## src/aacd_defs.svh

```systemverilog
// constants for the address alias conflict detector
`ifndef AACD_DEFS_SVH
`define AACD_DEFS_SVH
`define AACD_ADDR_W 32
`define AACD_LINE_LSB 6
`define AACD_HI_BIT_V0 15
`define AACD_HI_BIT_V1 21
`define AACD_TRACE_LSB 14
`define AACD_FWD_LSB 12
`define AACD_PAGE_LSB 12
`define AACD_INFLIGHT 4
`define AACD_INFLIGHT_W 2
`define AACD_STORES 4
`define AACD_STORES_W 2
`define AACD_CODE_PAGES 8
`define AACD_CODE_PAGES_W 3
`define AACD_LINES_PER_PAGE 64
`define AACD_FLUSH_CYCLES 4
`endif

```

## src/aacd_pkg.sv

```systemverilog
// types for the address alias conflict detector
package aacd_pkg;
	typedef enum logic [1:0] {
		AACD_RUN,
		AACD_FLUSH
	} aacd_state_t;
endpackage

```

## src/aacd_page_mem.sv

```systemverilog
// small memory of code page tags with a registered read port
`timescale 1ns/1ps
`include "aacd_defs.svh"
module aacd_page_mem (
	input wire logic MCLK,
	input wire logic RST,
	input wire logic WR_EN,
	input wire logic [`AACD_CODE_PAGES_W-1:0] WR_IDX,
	input wire logic [`AACD_ADDR_W-`AACD_PAGE_LSB:0] WR_DATA,
	input wire logic CLR_ALL,
	input wire logic [`AACD_CODE_PAGES_W-1:0] RD_IDX,
	output logic [`AACD_ADDR_W-`AACD_PAGE_LSB:0] RD_DATA
);
	// each word: valid bit on top, page number below
	logic [`AACD_ADDR_W-`AACD_PAGE_LSB:0] mem [`AACD_CODE_PAGES];
	logic [`AACD_ADDR_W-`AACD_PAGE_LSB:0] next_rd;

	always_comb begin
		next_rd = mem[RD_IDX];
	end

	// clear drops every valid bit so the flush empties the table
	always_ff @(posedge MCLK or posedge RST) begin
		if (RST) begin
			for (int i = 0; i < `AACD_CODE_PAGES; i++) begin
				mem[i] <= '0;
			end
			RD_DATA <= '0;
		end else begin
			RD_DATA <= next_rd;
			if (CLR_ALL) begin
				for (int i = 0; i < `AACD_CODE_PAGES; i++) begin
					mem[i] <= '0;
				end
			end else if (WR_EN) begin
				mem[WR_IDX] <= WR_DATA;
			end
		end
	end
endmodule // aacd_page_mem

```

## src/aacd_detector.sv

```systemverilog
// address alias conflict detector: l1 conflicts, trace aliasing, forwarding stall, self-modify flush
`timescale 1ns/1ps
`include "aacd_defs.svh"
module aacd_detector #(
	parameter bit VARIANT = 1'b0
) (
	input wire logic MCLK,
	input wire logic RST,
	input wire logic REF_VALID,
	input wire logic [`AACD_ADDR_W-1:0] REF_ADDR,
	input wire logic REF_IS_STORE,
	input wire logic [`AACD_INFLIGHT_W-1:0] REF_SLOT,
	input wire logic REF_DONE,
	input wire logic [`AACD_INFLIGHT_W-1:0] REF_DONE_SLOT,
	input wire logic EVICT_VALID,
	input wire logic [`AACD_ADDR_W-1:0] EVICT_ADDR,
	input wire logic STORE_DATA_READY,
	input wire logic [`AACD_STORES_W-1:0] STORE_DATA_SLOT,
	input wire logic TRACE_FILL,
	input wire logic [`AACD_ADDR_W-1:0] TRACE_ADDR,
	input wire logic CODE_FETCH,
	input wire logic [`AACD_ADDR_W-1:0] CODE_ADDR,
	output logic REF_START,
	output logic REF_HOLD,
	output logic LOAD_STALL,
	output logic [`AACD_ADDR_W-1:0] TRACE_EVICT_ADDR,
	output logic TRACE_EVICT,
	output logic SELF_MODIFY_FLUSH_CONDITION,
	output logic PIPE_FLUSH,
	output logic TRACE_FLUSH
);
	localparam int HI = VARIANT ? `AACD_HI_BIT_V1 : `AACD_HI_BIT_V0;
	localparam int PW = `AACD_ADDR_W - `AACD_PAGE_LSB;

	// l1 data conflict: same bits HI:6, low six ignored
	function automatic logic data_conflict(input logic [`AACD_ADDR_W-1:0] a, input logic [`AACD_ADDR_W-1:0] b);
		data_conflict = (a[HI:`AACD_LINE_LSB] == b[HI:`AACD_LINE_LSB]);
	endfunction

	// forwarding compare looks only below 4 KB
	function automatic logic fwd_alias(input logic [`AACD_ADDR_W-1:0] a, input logic [`AACD_ADDR_W-1:0] b);
		fwd_alias = (a[`AACD_FWD_LSB-1:`AACD_LINE_LSB] == b[`AACD_FWD_LSB-1:`AACD_LINE_LSB]);
	endfunction

	////////////////////////////////////////////////////////////////////////////////
	// in-flight references, each with a resident-line flag
	logic [`AACD_INFLIGHT-1:0] inf_valid, next_inf_valid;
	logic [`AACD_INFLIGHT-1:0] inf_line, next_inf_line;
	logic [`AACD_INFLIGHT-1:0] inf_store, next_inf_store;
	logic [`AACD_ADDR_W-1:0] inf_addr [`AACD_INFLIGHT];
	logic [`AACD_ADDR_W-1:0] next_inf_addr [`AACD_INFLIGHT];
	logic [`AACD_INFLIGHT-1:0] hit_conflict, hit_fwd;
	logic next_start, next_hold, next_stall;
	logic flushing;

	// conflict vectors per slot
	genvar g;
	generate
		for (g = 0; g < `AACD_INFLIGHT; g++) begin : g_cmp
			// a line still resident (or its reference still going) blocks an alias
			assign hit_conflict[g] = (inf_valid[g] || inf_line[g]) && data_conflict(inf_addr[g], REF_ADDR);
			assign hit_fwd[g] = inf_valid[g] && inf_store[g] && !REF_IS_STORE && fwd_alias(inf_addr[g], REF_ADDR);
		end
	endgenerate

	// accept, hold or stall the offered reference
	always_comb begin
		next_inf_valid = inf_valid;
		next_inf_line = inf_line;
		next_inf_store = inf_store;
		next_inf_addr = inf_addr;
		next_start = 1'b0;
		next_hold = 1'b0;
		next_stall = 1'b0;
		for (int i = 0; i < `AACD_INFLIGHT; i++) begin
			// eviction of the line frees its alias group
			if (EVICT_VALID && inf_line[i] && data_conflict(inf_addr[i], EVICT_ADDR)) begin
				next_inf_line[i] = 1'b0;
			end
		end
		if (REF_DONE) begin
			next_inf_valid[REF_DONE_SLOT] = 1'b0;
		end
		if (STORE_DATA_READY) begin
			next_inf_store[STORE_DATA_SLOT] = 1'b0;
		end
		if (flushing) begin
			// pipeline clear drops all in-flight work
			next_inf_valid = '0;
			next_inf_store = '0;
		end else if (REF_VALID) begin
			if (|hit_fwd) begin
				next_stall = 1'b1;
			end else if (|hit_conflict) begin
				next_hold = 1'b1;
			end else begin
				next_start = 1'b1;
				next_inf_valid[REF_SLOT] = 1'b1;
				next_inf_line[REF_SLOT] = 1'b1;
				next_inf_store[REF_SLOT] = REF_IS_STORE;
				next_inf_addr[REF_SLOT] = REF_ADDR;
			end
		end
	end

	// in-flight table registers
	always_ff @(posedge MCLK or posedge RST) begin
		if (RST) begin
			inf_valid <= '0;
			inf_line <= '0;
			inf_store <= '0;
			for (int i = 0; i < `AACD_INFLIGHT; i++) begin
				inf_addr[i] <= '0;
			end
			REF_START <= 1'b0;
			REF_HOLD <= 1'b0;
			LOAD_STALL <= 1'b0;
		end else begin
			inf_valid <= next_inf_valid;
			inf_line <= next_inf_line;
			inf_store <= next_inf_store;
			inf_addr <= next_inf_addr;
			REF_START <= next_start;
			REF_HOLD <= next_hold;
			LOAD_STALL <= next_stall;
		end
	end

	////////////////////////////////////////////////////////////////////////////////
	// trace cache 16K alias: one resident trace per low-14-bit start
	logic trc_valid, next_trc_valid;
	logic [`AACD_ADDR_W-1:0] trc_addr, next_trc_addr;
	logic next_trc_evict;
	logic [`AACD_ADDR_W-1:0] next_trc_evict_addr;

	// single tracker kept deliberately small; catches back-to-back aliasing fills
	always_comb begin
		next_trc_valid = trc_valid;
		next_trc_addr = trc_addr;
		next_trc_evict = 1'b0;
		next_trc_evict_addr = TRACE_EVICT_ADDR;
		if (flushing) begin
			next_trc_valid = 1'b0;
		end else if (TRACE_FILL) begin
			if (trc_valid && trc_addr != TRACE_ADDR
				&& trc_addr[`AACD_TRACE_LSB-1:0] == TRACE_ADDR[`AACD_TRACE_LSB-1:0]) begin
				next_trc_evict = 1'b1;
				next_trc_evict_addr = trc_addr;
			end
			next_trc_valid = 1'b1;
			next_trc_addr = TRACE_ADDR;
		end
	end

	// trace tracker registers
	always_ff @(posedge MCLK or posedge RST) begin
		if (RST) begin
			trc_valid <= 1'b0;
			trc_addr <= '0;
			TRACE_EVICT <= 1'b0;
			TRACE_EVICT_ADDR <= '0;
		end else begin
			trc_valid <= next_trc_valid;
			trc_addr <= next_trc_addr;
			TRACE_EVICT <= next_trc_evict;
			TRACE_EVICT_ADDR <= next_trc_evict_addr;
		end
	end

	////////////////////////////////////////////////////////////////////////////////
	// self-modify detection: code page table, scanned one entry per cycle
	aacd_pkg::aacd_state_t state, next_state;
	logic [`AACD_CODE_PAGES_W-1:0] scan_idx, next_scan_idx;
	logic [`AACD_CODE_PAGES_W-1:0] fill_idx, next_fill_idx;
	logic [PW:0] rd_word;
	logic [PW-1:0] wr_page, next_wr_page;
	logic wr_pend, next_wr_pend;
	logic [2:0] flush_cnt, next_flush_cnt;
	logic next_smc, next_pflush, next_tflush;
	logic pm_wr;
	logic [PW:0] pm_wdata;

	assign flushing = (state == aacd_pkg::AACD_FLUSH);
	// code fetch (direct or speculative) marks its page as code
	assign pm_wr = CODE_FETCH && !flushing;
	assign pm_wdata = {1'b1, CODE_ADDR[`AACD_ADDR_W-1:`AACD_PAGE_LSB]};

	aacd_page_mem u_pages (
		.MCLK(MCLK),
		.RST(RST),
		.WR_EN(pm_wr),
		.WR_IDX(fill_idx),
		.WR_DATA(pm_wdata),
		.CLR_ALL(flushing),
		.RD_IDX(scan_idx),
		.RD_DATA(rd_word)
	);

	// pages never fetched as code are absent, so prefilled data pages never flush
	always_comb begin
		next_state = state;
		next_scan_idx = scan_idx + 1'b1;
		next_fill_idx = pm_wr ? fill_idx + 1'b1 : fill_idx;
		next_wr_page = wr_page;
		next_wr_pend = wr_pend;
		next_flush_cnt = flush_cnt;
		next_smc = 1'b0;
		next_pflush = 1'b0;
		next_tflush = 1'b0;
		case (state)
			aacd_pkg::AACD_RUN: begin
				if (wr_pend && rd_word[PW] && rd_word[PW-1:0] == wr_page) begin
					next_smc = 1'b1;
					next_state = aacd_pkg::AACD_FLUSH;
					next_flush_cnt = 3'(`AACD_FLUSH_CYCLES - 1);
					next_wr_pend = 1'b0;
				end
				// newest store started is checked against every code page; set wins over the match clear
				if (next_start && REF_IS_STORE) begin
					next_wr_page = REF_ADDR[`AACD_ADDR_W-1:`AACD_PAGE_LSB];
					next_wr_pend = 1'b1;
				end
			end
			aacd_pkg::AACD_FLUSH: begin
				// hold flush so pipeline restarts from clean state
				next_pflush = 1'b1;
				next_tflush = 1'b1;
				next_fill_idx = '0;
				if (flush_cnt == 3'h0) begin
					next_state = aacd_pkg::AACD_RUN;
				end else begin
					next_flush_cnt = flush_cnt - 1'b1;
				end
			end
			default: begin
				next_state = aacd_pkg::AACD_RUN;
			end
		endcase
	end

	// self-modify registers
	always_ff @(posedge MCLK or posedge RST) begin
		if (RST) begin
			state <= aacd_pkg::AACD_RUN;
			scan_idx <= '0;
			fill_idx <= '0;
			wr_page <= '0;
			wr_pend <= 1'b0;
			flush_cnt <= '0;
			SELF_MODIFY_FLUSH_CONDITION <= 1'b0;
			PIPE_FLUSH <= 1'b0;
			TRACE_FLUSH <= 1'b0;
		end else begin
			state <= next_state;
			scan_idx <= next_scan_idx;
			fill_idx <= next_fill_idx;
			wr_page <= next_wr_page;
			wr_pend <= next_wr_pend;
			flush_cnt <= next_flush_cnt;
			SELF_MODIFY_FLUSH_CONDITION <= next_smc;
			PIPE_FLUSH <= next_pflush;
			TRACE_FLUSH <= next_tflush;
		end
	end
endmodule // aacd_detector

```

## config.mk

```make
export PLATFORM = sky130hd
export DESIGN_NAME = aacd_detector
export DESIGN_NICKNAME = d
export VERILOG_FILES = /design/src/aacd_pkg.sv /design/src/aacd_page_mem.sv /design/src/aacd_detector.sv
export VERILOG_INCLUDE_DIRS = /design/src
export SDC_FILE = /design/constraint.sdc
export NUM_CORES = 1
export LEC_CHECK = 0
export ABC_AREA = 1
export BUFFER_PORTS_ARGS = -buffer_cell sky130_fd_sc_hd__buf_2
export CAP_MARGIN = 25
export CORE_MARGIN = 5
export CORE_UTILIZATION = 55
export DETAILED_ROUTE_END_ITERATION = 8
export PLACE_DENSITY = 0.83
export SETUP_SLACK_MARGIN = 0.1
export SLEW_MARGIN = 10
export SYNTH_ARGS = -nofsm -noshare
export SYNTH_HDL_FRONTEND = slang
export SYNTH_HIERARCHICAL = 1
export SYNTH_SLANG_ARGS = --single-unit
```

## constraint.sdc

```tcl
create_clock -name MCLK -period 13.2 [get_ports MCLK]
set_input_delay 1.98 -clock MCLK [delete_from_list [all_inputs] [get_ports MCLK]]
set_output_delay 1.98 -clock MCLK [all_outputs]
set_load 0.02 [all_outputs]
```

# After elaboration in Yosys (flattened, before gate mapping)
# Cells that the tools add are included.
[word_totals]
regBits = 432
input_bits = 143
wordCells = 197
[classes]
add_sub_neg = 3
magnitude_cmp = 11
n_eq_ne = 19
n_mux = 65
n_bitwise = 12
n_reduce_logical = 56
[ops]
columns = ["cell", "count"]
rows = [
  ["$mux W168", 2],
  ["$bwmux W168", 1],
  ["$bwmux W128", 1],
  ["$eq A10 B10 Y1", 8],
  ["$demux W32 S2", 1],
  ["$bmux W21 S3", 1],
  ["$demux W21 S3", 1],
  ["$mux W21", 3],
  ["$mux W4", 14],
  ["$logic_and A1 B1 Y1", 35],
  ["$mux W32", 1],
  ["$ne A32 B32 Y1", 1],
  ["$mux W1", 28],
  ["$eq A6 B6 Y1", 4],
  ["$eq A20 B20 Y1", 1],
  ["$eq A14 B14 Y1", 1],
  ["$mux W3", 4],
  ["$lt A2 B3 Y1 const B", 3],
  ["$and A4 B4 Y4", 2],
  ["$ge A4 B4 Y1 const B", 2],
  ["$not A3 Y4", 2],
  ["$not A4 Y4", 2],
  ["$or A4 B4 Y4", 2],
  ["$reduce_and A2 Y1", 4],
  ["24 further kinds", 42],
]

# Depth between registers and ports, before layout
# Gate-level depths: netlist of run 1.
[logic_depth]
ltp_word = 12
mapped_depth = 15

# Modules after synthesis
# The synthesis of run 1 kept the hierarchy.
[by_module_without_submodules]
columns = ["mod", "instances", "cells_each", "area_each_um2", "seq_area_each_um2"]
rows = [
  ["aacd_page_mem", 1, 1261, 9290.2, 4729.5],
  ["aacd_detector", 1, 1081, 8578.2, 3853.7],
]

# Worst setup path before layout of run 1
# No wires, ideal clock.
[synth_path]
path_kind = "input to register"
start = "input port REF_ADDR[10]"
end = "register inf_addr[11] in the netlist's numbering"
setup_ns = 0.117
arrival_ns = 3.119
t_required_ns = 13.083
path_slack_ns = 9.964
stages = 14
path_buffers = 2
cell_sequence = "buf_6 inv_6 nand2_1 nand2_1 nor2_1 nand3_1 nor2_1 nor2_2 nand2_4 nor2_8 nand2_4 buf_6 nand2_2 o21ai_2"
[synth_via]
elab_chain_len = 5
elab_cells_between_ends = 21
[synth_rtl]
columns = ["item", "line_no", "source"]
rows = [
  ["start, declared", "aacd_detector.sv:10", "input wire logic [`AACD_ADDR_W-1:0] REF_ADDR,"],
  ["$eq A10 B10 Y1 or $eq A6 B6 Y1 (tied branches)", "aacd_detector.sv:37, aacd_detector.sv:42", ""],
  ["$logic_and A1 B1 Y1, on equally long branches", "aacd_detector.sv:61, aacd_detector.sv:62", ""],
  ["$reduce_or A4 Y1, on equally long branches", "aacd_detector.sv:94, aacd_detector.sv:92", ""],
  ["$not A1 Y1 (no line)", "--", ""],
  ["$reduce_and A4 Y1 (no line) *", "--", ""],
  ["end signal, assigned", "aacd_detector.sv:122", "inf_addr <= next_inf_addr;"],
  ["end, declared", "aacd_detector.sv:50", "logic [`AACD_ADDR_W-1:0] inf_addr [`AACD_INFLIGHT];"],
]
# Every way passes the cells marked *; elsewhere a longest branch is shown, timed or not.
# A chain may end at the register's enable or synchronous reset.

# Worst setup path after layout of run 1
[layout_path]
start = "input port CODE_FETCH"
end = "register u_pages/mem[90] in the netlist's numbering"
[layout_via]
elab_chain_len = 2
[layout_rtl]
columns = ["item", "line_no", "source"]
rows = [
  ["start, declared", "aacd_detector.sv:21", "input wire logic CODE_FETCH,"],
  ["$logic_and A1 B1 Y1", "aacd_detector.sv:185", "assign pm_wr = CODE_FETCH && !flushing;"],
  ["named net pm_wr", "aacd_detector.sv:180", "logic pm_wr;"],
  ["$reduce_bool A2 Y1 (no line)", "--", ""],
  ["end signal, assigned by index", "aacd_page_mem.sv:26", "mem[i] <= '0;"],
  ["end signal, assigned by index", "aacd_page_mem.sv:33", "mem[i] <= '0;"],
  ["end signal, assigned by index", "aacd_page_mem.sv:36", "mem[WR_IDX] <= WR_DATA;"],
  ["end, declared", "aacd_page_mem.sv:15", "logic [`AACD_ADDR_W-`AACD_PAGE_LSB:0] mem [`AACD_CODE_PAGES];"],
]
# The timed path passes the listed nets, and every way through them passes these cells.

==> flow_summary.yaml, run 1 <==
outcome:
  status: "finished clean"
worst_setup_path:
  r2r_cells: 5
  reg2reg_setup_slack_ps: 10430
  cp.required_ps: 13670
  cp-end-kind: "register"
  rr_startpoint: "state[0]"
  start_kind: "primary input"
  path_max_fanout: 21
  crit_arrival_ps: 4260
  criticalPathCategory: "in2reg"
  startpoint: "CODE_FETCH"
  worstReg2RegEnd: "u_pages/mem[90]"
floorplanning:
  core_area_um2: 32290
  fp.dieH_um: 190.2
  die_x_um: 190.2
  dieArea_um2: 36190
  start_util: 0.5534
  io_pins: 182
  rows: 66
clocking:
  cts_buffers: 38
  insertion_delay_ps: 540
  root_buffer: "clkbuf_16"
  clk_pin_slew_ps: 60
  cts_setup_buffers: 0
  hold_buffers: 0
  cts_tree: "done"
  cts_buffer_depth: 3
  clock-sinks: 343
  htree_num_levels: 2
  ctsResizeCount: 0
synthesis:
  synthTopCellsByCount: "nand2_1 (798), dfrtp_1 (343), nand3_1 (321)"
  synth-main-ff-cell: "dfrtp_1"
  netlist_area_um2: 17870
  synth_cells: 2342
  yosysSeqAreaShare: 0.4804
  yosysWarnings: 6
  synth_area_per_cell_um2: 7.630
  netlist_top_cells_area: "dfrtp_1 (48%), nand2_1 (17%), nand3_1 (9.0%), inv_1 (6.2%), o21ai_0 (3.5%)"
  ys_types: 46
  synth.ff_latch_count: 343
  synth_edf_count: 0
  synth_nets: 2489
  ys_async_sr_fraction: 1.000
  synth_top_area_frac: 0.4804
  synth_most_common_cell: "nand2_1"
  synth_largest_area_cell: "dfrtp_1"
placement:
  hpwl_um: 30130
  port_buffers: 141
  post_dp_cell_area_um2: 18580
  gp_congestion: 0.9155
  dpl_worst_slack_ps: 8291
timing:
  setup_viol: 0
  whs_ps: 469.5
  fin_crit_ps: 3794
  slew_headroom: 0.2916
  setup_ws_ps: 9406
  period_share: 0.2874
  fmax_ghz: 0.2636
  fin_skew_ps: 27.97
  worstMarginPinSlew_ps: 1061
  finalMaxSlewViolations: 0
  rsz0062_at_grt: "no"
  hold_viol_final: 0
  tns_ps: 0
route:
  drtIter0Drc: 1760
  wl_um: 47990
  ant_nets: 0
  drc: 0
  viasPerCell: 5.491
  vias: 15880
  wl_per_cell_um: 16.59
  dr.pass1.iters: 8
grt:
  antenna_found_initial: 4
  grt_max_degree: 95
  grt_overflow: 0
  grt_pass1_vias: 15000
  grt_usage: 0.2592
  grt_pass1_wl_um: 77150
finish:
  fillers: 2751
  utilization: 0.6140
  register_area_um2: 8584
  drive_gt1_frac: 0.1246
  stdcell_area_um2: 19830
  multi_input_area_um2: 7337
  area_growth_pct: 10.95
  finalNetCount: 2564
power_and_ir_drop:
  leakage_nw: 10.91
  netSwitchingFraction: 0.3322
  internal-power_mw: 2.296
  clkPwrFrac: 0.291
  power.density_nw_per_um2: 173.4
  p_seq_frac: 0.463
  vdd_drop_max_uv: 156.4
  pwr-share-comb: 0.246
  p_switching_mw: 1.142
run:
  drv_cap: 0
min_path:
  min_to: "TRACE_EVICT_ADDR[5]"
  holdCritStartpoint: "TRACE_EVICT_ADDR[5]"
  worstHoldPathCells: 2
  hold_path.class: "reg2reg"
==> registers in the layout, indices dropped and copies added, names as in the netlist, 3 cells and up <==
| signal | count |
|---|---|
| u_pages/mem | 168 |
| scan_idx | 3 |
| wr_page | 20 |
| inf_valid | 4 |
| trc_addr | 32 |
| TRACE_EVICT_ADDR | 32 |
| u_pages/RD_DATA | 21 |
| fill_idx | 3 |
| inf_store | 4 |
| inf_addr | 40 |
| inf_line | 4 |
| flush_cnt | 3 |
==> routing by layer <==
metal  up-vias  part of all wire  global-route usage  routed length (um)
li1       7544                 -                   -                   -
met1      7545              0.42              0.3595               20110
met2       689              0.46              0.4224               22180
met3        99             0.093             0.04797                4450
met4         2             0.026             0.07376                1237
met5         -           0.00027                   0                  13
==> final cells by class <==
class,count,share of cell area
diodes,3,0.0003787
clock buffers,59,0.05547
clock inverters,11,0.003850
inverters,313,0.06134
multi-input cells,1552,0.3701
flip-flops and latches,343,0.4330
well taps,442,0.02790
repair buffers,169,0.04796
==> placed cells by master (no fill, tap or decap), drive strengths merged, types with 7 or more instances in the layout <==
cell and instances:
buf 169, clkbuf 59, clkinv 10, dfrtp 343, inv 313, mux2 21
nand2 809, nand3 324, nand4 67, nor2 83, nor3 9, nor4 7
o21ai 134, o22ai 13, xnor2 27, xor2 24
==> cell families (layout without fill, tap and decap cells) <==
| kind of cell | count (synthesis) | count (layout) | share of synthesized area |
|---|---|---|---|
| compound gates | 167 | 167 | 0.05259 |
| buf+inv | 447 | 552 | 0.1092 |
| fa+ha+maj | 4 | 4 | 0.002801 |
| simple gates | 1308 | 1308 | 0.3166 |
| flops | 343 | 343 | 0.4804 |
| other cells | 1 | 4 | 0.0002099 |
| xor+xnor | 51 | 51 | 0.02500 |
| mux | 21 | 21 | 0.01323 |
==> power groups by stage <==
stage	Sequential (mW)	Clock (mW)	Combinational, mW
after floorplan	1.54	0	0.657
after global placement	1.58	0	0.790
after detailed placement	1.60	0	0.831
after CTS	1.58	1.02	0.842
after global routing	1.63	1.06	0.977
final	1.59	1.00	0.846
==> worst max path at each step <==
| stage | endpoint | slack, ps | cells after the start |
|---|---|---|---|
| 3_3_place_gp | u_pages/mem[100] | 8500 | 7 |
| 4_1_cts | u_pages/mem[90] | 8800 | 7 |
| 3_5_place_dp | u_pages/mem[99] | 8290 | 7 |
| 6_report | u_pages/mem[90] | 9410 | 7 |
| 5_1_grt | u_pages/mem[90] | 9210 | 7 |
| 2_1_floorplan | u_pages/RD_DATA[0] | 6080 | 1 |
==> critical path: stages <==
cell	delay, ps
buf_2	100
inv_1	70
nor2_1	460
nand3_1	560
inv_1	840
nand2_1	150
nand2_1	110
==> per-stage QoR <==
step | total power, mW | std cells
2_1_floorplan | 2.201 | 2342
3_3_place_gp | 2.371 | 2815
3_5_place_dp | 2.430 | 2815
4_1_cts | 3.443 | 2885
5_1_grt | 3.669 | 2890
6_report | 3.438 | 2892
Power figures use the tool's default switching activity.
==> run 2: changes to the inputs <==
==> constraint.sdc (replaced) <==
create_clock -name MCLK -period 3.6 [get_ports MCLK]
set_input_delay 0.54 -clock MCLK [delete_from_list [all_inputs] [get_ports MCLK]]
set_output_delay 0.54 -clock MCLK [all_outputs]
set_load 0.02 [all_outputs]
==> run 2 against run 1 <==
  * The flow now finishes with violations (DRC)
  * First-iteration DRC count decreased by 11%
  * Register-to-register slack got worse by 9300 ps
  * Core utilization increased by 0.41 points
  * Clock-buffer cell count decreased by 6
  * Setup slack got worse by 8300 ps
  * Cell area increased by 0.67%
  * Non-clock buffer count increased by 15
  * Critical path depth decreased by 1
  * Clock skew decreased by 8.2 ps
  * Largest cell class unchanged
==> flow_summary.yaml, run 2 (synthesis results as in run 1) <==
worst_setup_path:
  rr_startpoint: "state[0]"
  cp-end-kind: "register"
  cp.required_ps: 4050
  startpoint: "state[0]"
  crit_arrival_ps: 2950
  crit_path_max_incr_delay_ps: 730
  worstReg2RegEnd: "u_pages/mem[99]"
  criticalPathCategory: "reg2reg"
  start_kind: "register"
  cp_slowest_cell: "inv_1"
  crit_end: "u_pages/mem[99]"
  path_max_fanout: 22
  path_cells: "nor2_1 > nand3_1 > buf_4 > inv_1 > nand2_1 > nand2_1"
  reg2reg_setup_slack_ps: 1100
  cp_common_cell: "nand2_1"
  r2r_cells: 6
timing:
  setup_viol: 0
  fin_skew_ps: 19.78
  finalMaxSlewViolations: 0
  hold_viol_final: 0
  worstMarginPinSlew_ps: 1062
  rsz0062_at_grt: "no"
  period_share: 0.6948
  fmax_ghz: 0.3998
  slew_headroom: 0.2914
  tns_ps: 0
  fin_crit_ps: 2501
grt:
  grt_pass1_wl_um: 78020
  grt_usage: 0.2628
  antenna_found_initial: 1
  grt_pass1_vias: 15300
  grt_overflow: 0
  grt_max_degree: 90
clocking:
  ctsResizeCount: 0
  htree_num_levels: 2
  clk_pin_slew_ps: 60
  clock-sinks: 343
  cts_buffers: 37
  cts_tree: "done"
  cts_buffer_depth: 3
  root_buffer: "clkbuf_16"
  insertion_delay_ps: 530
power_and_ir_drop:
  pwr-share-comb: 0.251
  p_switching_mw: 4.149
  leakage_nw: 10.99
  p_seq_frac: 0.463
  clkPwrFrac: 0.286
  total_power_mw: 12.56
  vdd_drop_max_uv: 550.8
  internal-power_mw: 8.409
  power.density_nw_per_um2: 629.2
  netSwitchingFraction: 0.3304
floorplanning:
  fp.dieH_um: 190.2
  io_pins: 182
  dieArea_um2: 36190
  start_util: 0.5534
  rows: 66
  die_x_um: 190.2
  core_area_um2: 32290
route:
  dr.pass1.iters: 8
  wl_um: 48420
  vias: 15940
  ant_nets: 0
  drc: 2
  drtIter0Drc: 1570
  wl_per_cell_um: 16.72
  viasPerCell: 5.506
placement:
  post-place-cells: 2832
  gp_congestion: 0.9456
  hpwl_um: 30640
  port_buffers: 141
finish:
  final_cell_mix: "nand2_1 (798), dfrtp_1 (342), nand3_1 (321)"
  reg.largest.list: "u_pages/mem: 168 flops, inf_addr: 40 flops"
  finalNetCount: 2578
  fillers: 2788
  utilization: 0.6181
  area_growth_pct: 11.69
  top_register: "u_pages/mem"
  final_common_cell: "nand2_1"
  drive_gt1_frac: 0.1285
  largest_reg_flops: 168
  layout.cells.non_filler: 2895
outcome:
  violations: "DRC"
  status: "finished with violations"
run:
  drv_cap: 0
min_path:
  hold_path.class: "in2reg"
  holdCritStartpoint: "REF_ADDR[25]"
run 2: cell types whose count changed in the layout (fill, tap and decap cells not counted), sizes merged:
cell,previous run,this run
diode,3,2
buf,169,183
clkinvlp,1,2
inv,313,311
clkbuf,59,53
clkinv,10,6
dlygate4sd3,0,1
run 2: how the worst min path moves through the flow:
stage,to,cells after the start
after global placement,TRACE_EVICT_ADDR[14],2
after floorplan,inf_line[2],2
after detailed placement,TRACE_EVICT_ADDR[28],2
after CTS,wr_page[10],3
final,wr_page[13],3
after global routing,trc_addr[9],2
run 2: layer usage:
layer | share of wire | vias up | global-route usage
met1 | 0.41 | 7475 | 0.3667
met4 | 0.025 | 0 | 0.08425
li1 | - | 7560 | -
met3 | 0.096 | 105 | 0.04028
met5 | 0 | - | 0
met2 | 0.46 | 799 | 0.4269
run 2: timing repair:
action,CTS,global route
hold endpoints to repair,2,0
hold buffers,1,0
setup buffers,0,0
run 2: critical path, delay by kind of cell, from the launching register on:
family / cells / cell delay, ps
and+or+nand+nor: 4 / 890
DFF: 1 / 520
buffers and inverters: 2 / 1000
run 2: cell type report:
class / count / area, um2 / area share
Inverter: 313 / 1212 / 0.06075
Clock inverter: 6 / 45.04 / 0.002257
Clock buffer: 53 / 1087 / 0.05448
Tap cell: 442 / 553.0 / 0.02771
Timing Repair Buffer: 184 / 1134 / 0.05680
Sequential cell: 343 / 8584 / 0.4301
Antenna cell: 2 / 5.005 / 0.0002508
Multi-Input combinational cell: 1552 / 7337 / 0.3676
run 2: per-stage QoR:
stage	cell area (um2)	setup slack [ps]	hold slack, ps
CTS	19940	789.0	254.4
global route	19960	949.5	269.8
global placement	18750	930.3	452.5
finish	19960	1099	273.4
floorplan	17880	625.5	441.9
detailed placement	18800	804.8	453.2
run 2: power by group through the flow:
stage | Clock, mW | Combinational, mW | Sequential (mW)
after floorplan | 0 | 2.41 | 5.66
after global placement | 0 | 2.93 | 5.78
after detailed placement | 0 | 3.08 | 5.85
after CTS | 3.65 | 3.12 | 5.80
after global routing | 3.83 | 3.62 | 5.95
final | 3.60 | 3.15 | 5.81
